File: config.mk
export PLATFORM = sky130hd
export DESIGN_NAME = pocr_top
export DESIGN_NICKNAME = d
export VERILOG_FILES = /design/src/rtl/pocr_pkg.sv /design/src/rtl/pocr_top.sv /design/src/rtl/pocr_port_src.sv
export VERILOG_INCLUDE_DIRS = /design/src /design/src/rtl
export SDC_FILE = /design/constraint.sdc
export NUM_CORES = 1
export LEC_CHECK = 0
export ABC_AREA = 1
export BUFFER_PORTS_ARGS = -buffer_cell sky130_fd_sc_hd__buf_4
export CORE_MARGIN = 3
export CORE_UTILIZATION = 49
export CTS_BUF_LIST = sky130_fd_sc_hd__clkbuf_4 sky130_fd_sc_hd__clkbuf_8
export DETAILED_ROUTE_END_ITERATION = 7
export PLACE_DENSITY_LB_ADDON = 0.1
export SYNTH_ARGS = -nofsm -noshare
export SYNTH_HDL_FRONTEND = slang
export SYNTH_HIERARCHICAL = 1
export SYNTH_SLANG_ARGS = --single-unit
File: constraint.sdc
create_clock -name clk -period 3 [get_ports clk]
set_input_delay 0.3 -clock clk [delete_from_list [all_inputs] [get_ports clk]]
set_output_delay 0.3 -clock clk [all_outputs]
set_load 0.03 [all_outputs]
File: src/rtl/pocr_regs.svh
// Offsets, field positions, reset values and codes of the over-current routing bank.
// Assumes the includer works on byte addresses four times the register index.
// Operation
// - Each port has a 4-bit source selector in bits 3:0; code 0000b disables it.
// - Selector 0001b takes over-current from the port's dedicated sense pin.
// - Selector 0010b takes over-current from a general-purpose input pin.
// - Selector 1111b forces the port's over-current on for test.
// - One charging-handshake flag per port, port 4 bit 3 to port 1 bit 0.
// - Gang enables in bits 4:1 route each port's over-current onto the gang signal.
// - Six-bit gang signal code accepts only 0,1,3-11 and 15.
`ifndef POCR_REGS_SVH
`define POCR_REGS_SVH

// Register indices; byte address is four times the index
`define POCR_IDX_PORT2_SRC 16'h3c24
`define POCR_IDX_PORT3_SRC 16'h3c28
`define POCR_IDX_PORT4_SRC 16'h3c2c
`define POCR_IDX_CHARGE_FLAGS 16'h5246
`define POCR_IDX_GANG_EN 16'h525a
`define POCR_IDX_GANG_SIG 16'h525b
`define POCR_IDX_IRQ_STATUS 16'h5260
`define POCR_IDX_IRQ_MASK 16'h5261
`define POCR_IDX_OC_LIVE 16'h5262

// Reset values
`define POCR_RST_SRC 8'h00
`define POCR_RST_CHARGE 8'h00
`define POCR_RST_GANG_EN 8'h00
`define POCR_RST_GANG_SIG 8'h00
`define POCR_RST_IRQ 8'h00

// Field positions
`define POCR_SRC_MSB 3
`define POCR_GANG_EN_LSB 1
`define POCR_GANG_EN_MSB 4
`define POCR_GANG_SIG_MSB 5

// Source selector codes
`define POCR_SRC_OFF 4'h0
`define POCR_SRC_PIN 4'h1
`define POCR_SRC_GPIO 4'h2
`define POCR_SRC_FORCE 4'hf

// Gang signal codes that may drive a pin (bit n set when code n is legal)
`define POCR_GANG_VALID 16'h8ffb

// Bus answer latency in wait-state cycles
`define POCR_WAIT_CYCLES 1

`endif

File: src/rtl/pocr_pkg.sv
// Types shared by the over-current routing bank.
// Assumes pocr_regs.svh carries all numeric constants.
package pocr_pkg;
    typedef logic [7:0] pocr_byte_t;
    typedef enum logic {POCR_BUS_IDLE, POCR_BUS_ANSWER} pocr_bus_e;
endpackage

File: src/rtl/pocr_top.sv
// Over-current routing register bank for a four-port hub, Avalon-MM slave.
// Assumes byte addressing, 8-bit registers in the low lane, inputs synchronous to clk.
//
// Local design decision: the Avalon-MM slave port.
`timescale 1ns/1ps
`include "pocr_regs.svh"
module pocr_top #(
    parameter int ADDR_W = 17
) (
    input wire logic clk,
    input wire logic nrst,
    input wire logic [ADDR_W-1:0] avs_address,
    input wire logic avs_read,
    input wire logic avs_write,
    input wire logic [31:0] avs_writedata,
    input wire logic [3:0] avs_byteenable,
    output logic [31:0] avs_readdata,
    output logic avs_waitrequest,
    input wire logic [3:0] overcurrent_sense,
    input wire logic [3:0] gpio_sense,
    input wire logic port1_overcurrent,
    input wire logic [3:0] charge_handshake_det,
    output logic [3:0] port_overcurrent,
    output logic gang_overcurrent,
    output logic [15:0] gang_pin_oe,
    output logic irq
);
    // Register index must fit above the two byte-offset bits; a wider bus would alias registers
    if (ADDR_W < 17 || ADDR_W > 18) begin : g_addr_w_check
        $error("ADDR_W must be 17 or 18 for the register map");
    end

    logic rst_meta_n;
    logic rst_n;
    pocr_pkg::pocr_bus_e bus_state;
    pocr_pkg::pocr_byte_t src_reg [2:4];
    pocr_pkg::pocr_byte_t charge_flags;
    pocr_pkg::pocr_byte_t gang_en;
    pocr_pkg::pocr_byte_t gang_sig;
    pocr_pkg::pocr_byte_t irq_status;
    pocr_pkg::pocr_byte_t irq_mask;
    logic [3:0] oc_prev;
    logic [3:0] oc_rise;
    logic [15:0] idx;
    logic aligned;
    logic wr_now;
    logic [7:0] wdata;
    pocr_pkg::pocr_byte_t next_rdata;
    logic [3:0] port_oc_sel;
    logic [15:0] gang_valid;
    wire logic [3:0] port_oc_now;

    // Reset release through two flops; asynchronous assert, clocked release
    always_ff @(posedge clk or negedge nrst) begin
        if (!nrst) begin
            rst_meta_n <= 1'b0;
            rst_n <= 1'b0;
        end else begin
            rst_meta_n <= 1'b1;
            rst_n <= rst_meta_n;
        end
    end

    // Address decode: word index from byte address
    assign idx = 16'(avs_address[ADDR_W-1:2]);
    assign aligned = (avs_address[1:0] == 2'b00);
    assign wdata = avs_writedata[7:0];

    // One wait state: the first request cycle stalls, the second answers
    always_ff @(posedge clk or negedge rst_n) begin
        if (!rst_n) begin
            bus_state <= pocr_pkg::POCR_BUS_IDLE;
        end else begin
            unique case (bus_state)
                pocr_pkg::POCR_BUS_IDLE: if (avs_read || avs_write) bus_state <= pocr_pkg::POCR_BUS_ANSWER;
                pocr_pkg::POCR_BUS_ANSWER: bus_state <= pocr_pkg::POCR_BUS_IDLE;
            endcase
        end
    end
    assign avs_waitrequest = (avs_read || avs_write) && (bus_state == pocr_pkg::POCR_BUS_IDLE);
    assign wr_now = avs_write && !avs_waitrequest && avs_byteenable[0] && aligned;

    // Read mux; unmapped addresses read zero
    always_comb begin
        next_rdata = 8'h00;
        if (aligned) begin
            unique case (idx)
                `POCR_IDX_PORT2_SRC: next_rdata = src_reg[2];
                `POCR_IDX_PORT3_SRC: next_rdata = src_reg[3];
                `POCR_IDX_PORT4_SRC: next_rdata = src_reg[4];
                `POCR_IDX_CHARGE_FLAGS: next_rdata = charge_flags;
                `POCR_IDX_GANG_EN: next_rdata = gang_en;
                `POCR_IDX_GANG_SIG: next_rdata = gang_sig;
                `POCR_IDX_IRQ_STATUS: next_rdata = irq_status;
                `POCR_IDX_IRQ_MASK: next_rdata = irq_mask;
                `POCR_IDX_OC_LIVE: next_rdata = {4'h0, port_overcurrent};
                default: next_rdata = 8'h00;
            endcase
        end
    end

    // Read data captured in the stall cycle so it stands when waitrequest drops
    always_ff @(posedge clk or negedge rst_n) begin
        if (!rst_n) begin
            avs_readdata <= 32'h0000_0000;
        end else if (avs_read && avs_waitrequest) begin
            avs_readdata <= {24'h00_0000, next_rdata};
        end
    end

    // Source selectors; whole byte stored so reserved bits read back
    always_ff @(posedge clk or negedge rst_n) begin
        if (!rst_n) begin
            src_reg[2] <= `POCR_RST_SRC;
            src_reg[3] <= `POCR_RST_SRC;
            src_reg[4] <= `POCR_RST_SRC;
        end else if (wr_now) begin
            if (idx == `POCR_IDX_PORT2_SRC) src_reg[2] <= wdata;
            if (idx == `POCR_IDX_PORT3_SRC) src_reg[3] <= wdata;
            if (idx == `POCR_IDX_PORT4_SRC) src_reg[4] <= wdata;
        end
    end

    // Handshake flags: a detection wins over a software write in the same cycle
    always_ff @(posedge clk or negedge rst_n) begin
        if (!rst_n) begin
            charge_flags <= `POCR_RST_CHARGE;
        end else if (wr_now && idx == `POCR_IDX_CHARGE_FLAGS) begin
            charge_flags <= wdata | {4'h0, charge_handshake_det};
        end else begin
            charge_flags <= charge_flags | {4'h0, charge_handshake_det};
        end
    end

    // Gang configuration; reserved bits kept but unused
    always_ff @(posedge clk or negedge rst_n) begin
        if (!rst_n) begin
            gang_en <= `POCR_RST_GANG_EN;
            gang_sig <= `POCR_RST_GANG_SIG;
        end else if (wr_now) begin
            if (idx == `POCR_IDX_GANG_EN) gang_en <= wdata;
            if (idx == `POCR_IDX_GANG_SIG) gang_sig <= wdata;
        end
    end

    // Port 1 selector lives elsewhere; its result arrives ready-made
    assign port_oc_now[0] = port1_overcurrent;
    for (genvar p = 2; p <= 4; p++) begin : g_port
        pocr_port_src u_src (
            .clk(clk),
            .rst_n(rst_n),
            .source_code(src_reg[p][`POCR_SRC_MSB:0]),
            .sense_pin(overcurrent_sense[p-1]),
            .gpio_pin(gpio_sense[p-1]),
            .overcurrent(port_oc_now[p-1])
        );
    end
    // Gathered on a net so every bit keeps a single driver
    assign port_overcurrent = port_oc_now;

    // Ganged status; an illegal code drives no pin rather than a guessed one
    assign port_oc_sel = port_overcurrent & gang_en[`POCR_GANG_EN_MSB:`POCR_GANG_EN_LSB];
    assign gang_valid = `POCR_GANG_VALID;
    always_ff @(posedge clk or negedge rst_n) begin
        if (!rst_n) begin
            gang_overcurrent <= 1'b0;
            gang_pin_oe <= 16'h0000;
        end else begin
            gang_overcurrent <= |port_oc_sel;
            if (gang_sig[`POCR_GANG_SIG_MSB:4] == 2'b00 && gang_valid[gang_sig[3:0]]) begin
                gang_pin_oe <= 16'h0001 << gang_sig[3:0];
            end else begin
                gang_pin_oe <= 16'h0000;
            end
        end
    end

    // Interrupt: sticky on over-current onset, write one to clear, set wins
    assign oc_rise = port_overcurrent & ~oc_prev;
    always_ff @(posedge clk or negedge rst_n) begin
        if (!rst_n) begin
            oc_prev <= 4'h0;
            irq_status <= `POCR_RST_IRQ;
            irq_mask <= `POCR_RST_IRQ;
        end else begin
            oc_prev <= port_overcurrent;
            if (wr_now && idx == `POCR_IDX_IRQ_STATUS) begin
                irq_status <= (irq_status & ~wdata) | {4'h0, oc_rise};
            end else begin
                irq_status <= irq_status | {4'h0, oc_rise};
            end
            if (wr_now && idx == `POCR_IDX_IRQ_MASK) irq_mask <= wdata & 8'h0f;
        end
    end
    assign irq = |(irq_status & irq_mask);

    property p_flag_set;
        @(posedge clk) disable iff (!rst_n)
        |charge_handshake_det |=> (charge_flags[3:0] & $past(charge_handshake_det)) == $past(charge_handshake_det);
    endproperty
    a_flag_set: assert property (p_flag_set) else $error("handshake flag not set");

    property p_gang;
        @(posedge clk) disable iff (!rst_n)
        1'b1 |=> gang_overcurrent == $past(|(port_overcurrent & gang_en[4:1]));
    endproperty
    a_gang: assert property (p_gang) else $error("gang status wrong");

    property p_gang_pin;
        @(posedge clk) disable iff (!rst_n)
        $onehot0(gang_pin_oe) && (gang_pin_oe & ~`POCR_GANG_VALID) == 16'h0000;
    endproperty
    a_gang_pin: assert property (p_gang_pin) else $error("gang pin on illegal code");

    property p_gang_code;
        @(posedge clk) disable iff (!rst_n)
        gang_sig == 8'h0f |=> gang_pin_oe == 16'h8000;
    endproperty
    a_gang_code: assert property (p_gang_code) else $error("code 15 not routed");

    property p_reserved;
        @(posedge clk) disable iff (!rst_n)
        wr_now && idx == `POCR_IDX_GANG_EN |=> gang_en == $past(wdata);
    endproperty
    a_reserved: assert property (p_reserved) else $error("write not stored whole");

    property p_wait;
        @(posedge clk) disable iff (!rst_n)
        avs_waitrequest |=> !avs_waitrequest;
    endproperty
    a_wait: assert property (p_wait) else $error("wait longer than one cycle");

    property p_irq_rise;
        @(posedge clk) disable iff (!rst_n)
        $rose(port_overcurrent[1]) |=> irq_status[1];
    endproperty
    a_irq_rise: assert property (p_irq_rise) else $error("onset not latched");

    property p_cov_gang;
        @(posedge clk) disable iff (!rst_n)
        gang_overcurrent && |gang_pin_oe;
    endproperty
    c_cov_gang: cover property (p_cov_gang);

    property p_cov_irq;
        @(posedge clk) disable iff (!rst_n)
        irq ##1 !irq;
    endproperty
    c_cov_irq: cover property (p_cov_irq);

    property p_gang_off;
        @(posedge clk) disable iff (!rst_n)
        gang_sig[`POCR_GANG_SIG_MSB:4] != 2'b00 |=> gang_pin_oe == 16'h0000;
    endproperty
    a_gang_off: assert property (p_gang_off) else $error("gang pin on for a code above 15");

    property p_gang_gap;
        @(posedge clk) disable iff (!rst_n)
        gang_sig[`POCR_GANG_SIG_MSB:0] == 6'h02 |=> gang_pin_oe == 16'h0000;
    endproperty
    a_gang_gap: assert property (p_gang_gap) else $error("gang pin on for code 2");

    property p_src_store;
        @(posedge clk) disable iff (!rst_n)
        wr_now && idx == `POCR_IDX_PORT3_SRC |=> src_reg[3] == $past(wdata);
    endproperty
    a_src_store: assert property (p_src_store) else $error("selector byte not stored whole");

    property p_flag_write;
        @(posedge clk) disable iff (!rst_n)
        wr_now && idx == `POCR_IDX_CHARGE_FLAGS
            |=> charge_flags == ($past(wdata) | {4'h0, $past(charge_handshake_det)});
    endproperty
    a_flag_write: assert property (p_flag_write) else $error("handshake flag write wrong");

    property p_w1c;
        @(posedge clk) disable iff (!rst_n)
        wr_now && idx == `POCR_IDX_IRQ_STATUS && oc_rise == 4'h0 |=> (irq_status & $past(wdata)) == 8'h00;
    endproperty
    a_w1c: assert property (p_w1c) else $error("status bit survived a write of one");

    property p_set_wins;
        @(posedge clk) disable iff (!rst_n)
        |oc_rise |=> (irq_status[3:0] & $past(oc_rise)) == $past(oc_rise);
    endproperty
    a_set_wins: assert property (p_set_wins) else $error("onset lost to a clear");

    property p_mask_upper;
        @(posedge clk) disable iff (!rst_n)
        irq_mask[7:4] == 4'h0;
    endproperty
    a_mask_upper: assert property (p_mask_upper) else $error("mask upper bits not zero");

    property p_read_upper;
        @(posedge clk) disable iff (!rst_n)
        avs_readdata[31:8] == 24'h00_0000;
    endproperty
    a_read_upper: assert property (p_read_upper) else $error("read data upper lanes not zero");

    property p_read_answer;
        @(posedge clk) disable iff (!rst_n)
        avs_read && avs_waitrequest && aligned && idx == `POCR_IDX_GANG_SIG
            |=> avs_readdata[7:0] == $past(gang_sig);
    endproperty
    a_read_answer: assert property (p_read_answer) else $error("read data not captured in stall cycle");

    property p_unmapped;
        @(posedge clk) disable iff (!rst_n)
        avs_write && (!aligned || !avs_byteenable[0]) |=> $stable(gang_en) && $stable(gang_sig);
    endproperty
    a_unmapped: assert property (p_unmapped) else $error("refused write changed a register");

    property p_cov_w1c;
        @(posedge clk) disable iff (!rst_n)
        wr_now && idx == `POCR_IDX_IRQ_STATUS && |irq_status;
    endproperty
    c_cov_w1c: cover property (p_cov_w1c);

    property p_cov_charge;
        @(posedge clk) disable iff (!rst_n)
        |charge_handshake_det ##1 |charge_flags[3:0];
    endproperty
    c_cov_charge: cover property (p_cov_charge);
endmodule

File: src/rtl/pocr_port_src.sv
// One downstream port's over-current source selection.
// Assumes sense and gpio inputs are synchronous to clk and active high.
`timescale 1ns/1ps
`include "pocr_regs.svh"
module pocr_port_src (
    input wire logic clk,
    input wire logic rst_n,
    input wire logic [3:0] source_code,
    input wire logic sense_pin,
    input wire logic gpio_pin,
    output logic overcurrent
);
    // Selected over-current level, registered; reserved codes read as no fault
    always_ff @(posedge clk or negedge rst_n) begin
        if (!rst_n) begin
            overcurrent <= 1'b0;
        end else begin
            case (source_code)
                `POCR_SRC_OFF: overcurrent <= 1'b0;
                `POCR_SRC_PIN: overcurrent <= sense_pin;
                `POCR_SRC_GPIO: overcurrent <= gpio_pin;
                `POCR_SRC_FORCE: overcurrent <= 1'b1;
                default: overcurrent <= 1'b0;
            endcase
        end
    end

    property p_src_off;
        @(posedge clk) disable iff (!rst_n)
        source_code == `POCR_SRC_OFF |=> !overcurrent;
    endproperty
    a_src_off: assert property (p_src_off) else $error("disabled port shows over-current");

    property p_src_pin;
        @(posedge clk) disable iff (!rst_n)
        source_code == `POCR_SRC_PIN |=> overcurrent == $past(sense_pin);
    endproperty
    a_src_pin: assert property (p_src_pin) else $error("sense pin not followed");

    property p_src_gpio;
        @(posedge clk) disable iff (!rst_n)
        source_code == `POCR_SRC_GPIO |=> overcurrent == $past(gpio_pin);
    endproperty
    a_src_gpio: assert property (p_src_gpio) else $error("gpio source not followed");

    property p_src_force;
        @(posedge clk) disable iff (!rst_n)
        (source_code == `POCR_SRC_FORCE) [*2] |-> overcurrent;
    endproperty
    a_src_force: assert property (p_src_force) else $error("forced over-current missing");

    property p_cov_force;
        @(posedge clk) disable iff (!rst_n)
        source_code == `POCR_SRC_FORCE ##1 overcurrent;
    endproperty
    c_cov_force: cover property (p_cov_force);
endmodule

==> summary.txt <==
STA
  – Normalized max-slew margin: 48.72%
  – RSZ-0062 raised after global routing: false
  – Clk_skew: 0.008295 ns
  – Hold Vio Cnt, Final: 0
  – Final setup viols: 0
  – Fin. max-slew vios: 0
  – Fmax: 549.6 MHz
  – Final worst path period share: 60.65%
  – Setup TNS: 0 ns
  – Final Critical Period: 1.820 ns
  – Slew of the pin with the lowest slew margin: 0.7664 ns

Yosys
  – Syn_area_per_cell: 7.871 um^2
  – Mapped Cells: 582
  – Cell area after synthesis: 4581 um^2
  – Post-synth cell types: 24
  – Sequential element share of the synthesized area: 51.90%
  – Synthesis-stage register bit count: 95
  – Synth warn: 6

Clocking
  – Worst skew pair latency: 0.36 ns
  – Deepest clock path buffer count: 2
  – Clock Pin Slew Worst Setup and Hold Paths: 0.09 ns
  – Sink Count: 95
  – Total setup buffers inserted after CTS: 0
  – CTS buffer count: 9
  – Post-CTS sizing: 0
  – CTS tree: done
  – CTS Hold Bufs: 1
  – H-tree depth: 3
  – Clock root buffer: clkbuf_8

Floorplan
  – Die width: 102.7 um
  – Total die area: 10540 um^2
  – Initial Utilization: 51.52%
  – CORE AREA: 8891 um^2
  – FP Rows: 34
  – Die H: 102.7 um
  – IO Pins: 125

Cells and area
  – Area Growth Syn to Fin: 16.09%
  – Ant diodes: 0
  – Layout cells sized above 1: 15.06%
  – Commonest non-fill, non-tap cell in the layout: nand2_1
  – # fillers: 852
  – Layout Nets: 729
  – Most frequent cells in the layout: nand2_1, dfrtp_1, nand3_1
  – Fin area: 5318 um^2
  – Max FFs per register: 24

Drt
  – Final WL: 11270 um
  – DR iter-0 viols: 280
  – Via density per instance: 5.245
  – Wire per inst: 14.59 um
  – Via count: 4049
  – Pre-antenna DRT Iters: 5
  – Drt drc: 0
  – Post-route ant nets: 0

Power and ir drop
  – P_leak: 0.002777 uW
  – Power per cell area: 422.0 nW/um^2
  – Worst VDD drop: 249.6 uV

Setup path
  – CP max stage delay: 0.52 ns
  – Critical Path AT: 2.08 ns
  – Launch point of the worst path: avs_address[1]
  – Crit start category: primary input
  – Critical Path RT: 3.26 ns
  – Critical path peak fanout: 16
  – CP Cell Sequence: buf_4 > or2_2 > nor3_4 > nand3_1 > o21ai_0
  – Slowest CP cell: nand3_1
  – R2r startpoint: bus_state
  – R2R depth: 4
  – CP Capture Type: flop
  – Crit Path Category: in -> reg

GRT
  – Total GRT Usage: 22.57%
  – Largest net degree at the start of global routing: 54
  – GRT Residual Overflow: 0
  – Vias in the first global route: 3790
  – Antenna violations before repair: 0
  – First-pass GRT wire length: 18410 um

Worst hold path
  – Cell depth of the worst hold path: 1
  – Hold WC Path Type: in -> reg
  – Hold path start: port1_overcurrent

Placed design
  – Routability cong.: 0.8447
  – Number of port buffers: 71
  – DP Wirelength: 8284 um
  – Post-placement cell area: 5135 um^2

Flow run
  – Max-cap violations: 0

Outcome
  – Status: finished clean
[report_power, final]
part / switching [uW] / total [uW] / internal, uW
registers: 14.5 / 1300 / 1290
logic: 120 / 172 / 52.6
clock network: 451 / 771 / 321
total: 585 / 2240 / 1660
[stage by stage]
stage / hold slack, ns / std cells / setup WS [ns] / total power [uW] / utilization, %
after detailed placement: 0.08471 / 755 / 0.8582 / 1499 / 57.75
after global placement: 0.08218 / 755 / 0.8905 / 1495 / 57.75
after CTS: 0.07094 / 772 / 1.217 / 2261 / 59.81
after global routing: 0.05630 / 772 / 1.026 / 2333 / 59.81
after floorplan: 0.004409 / 609 / 0.1579 / 1443 / -
final: 0.06748 / 772 / 1.180 / 2244 / 59.81
[per-layer routing]
layer / vias up / GRT usage [%] / wire length, um
li1: 1964 / - / -
met3: 27 / 4.263 / 767
met2: 156 / 36.20 / 5412
met5: - / 0 / 0
met4: 0 / 6.761 / 248
met1: 1902 / 31.38 / 4837
[layout make-up]
type	instances	area (um^2)	area share, %
Clock buffer	11	138.9	2.612
Clock inverter	5	33.78	0.6353
Inverter	58	217.7	4.094
Multi-Input combinational cell	418	1831	34.42
Sequential cell	95	2381	44.78
Tap cell	108	135.1	2.541
Timing Repair Buffer	77	580.6	10.92
[worst max-delay path, delay by kind of cell]
family                 cells  cell delay, ns
AO/OA/AOI/OAI              1            0.38
buffers and inverters      1            0.11
AND/OR/NAND/NOR            3            1.28
[Yosys cell counts, drive strengths merged]
library cell / number / share of area, %
nand2: 146 / 12
dfrtp: 95 / 52
nand3: 83 / 9.1
nor2: 76 / 6.7
o21ai: 60 / 6.6
inv: 58 / 4.8
buf: 36 / 5.4
a21oi: 9 / 0.98
nand4: 5 / 0.68
nor3: 4 / 0.68
clkbuf: 2 / 0.16
conb: 2 / 0.16
and3: 1 / 0.14
nand3b: 1 / 0.16
nor4: 1 / 0.14
o2111ai: 1 / 0.19
o21a: 1 / 0.16
or2: 1 / 0.14
[logic make-up (layout without fill, tap and decap cells)]
group / count (synthesis) / after routing / synth area share [%]
DFF: 95 / 95 / 51.90
AOI/OAI and AO/OA: 71 / 71 / 7.894
and+or+nand+nor: 318 / 318 / 29.69
buffers and inverters: 96 / 151 / 10.35
other: 2 / 29 / 0.1640
[worst paths after layout]
kind                               end  slack (ns)
max reg2reg                 gang_en[2]        1.18
min in group asynchronous        rst_n        0.25
max in group asynchronous  src_reg[17]        1.87
min reg2reg                      rst_n        0.36
max                         gang_en[2]        1.18
min                         oc_prev[0]        0.07
Note: power is estimated with default switching activity, not from simulation.
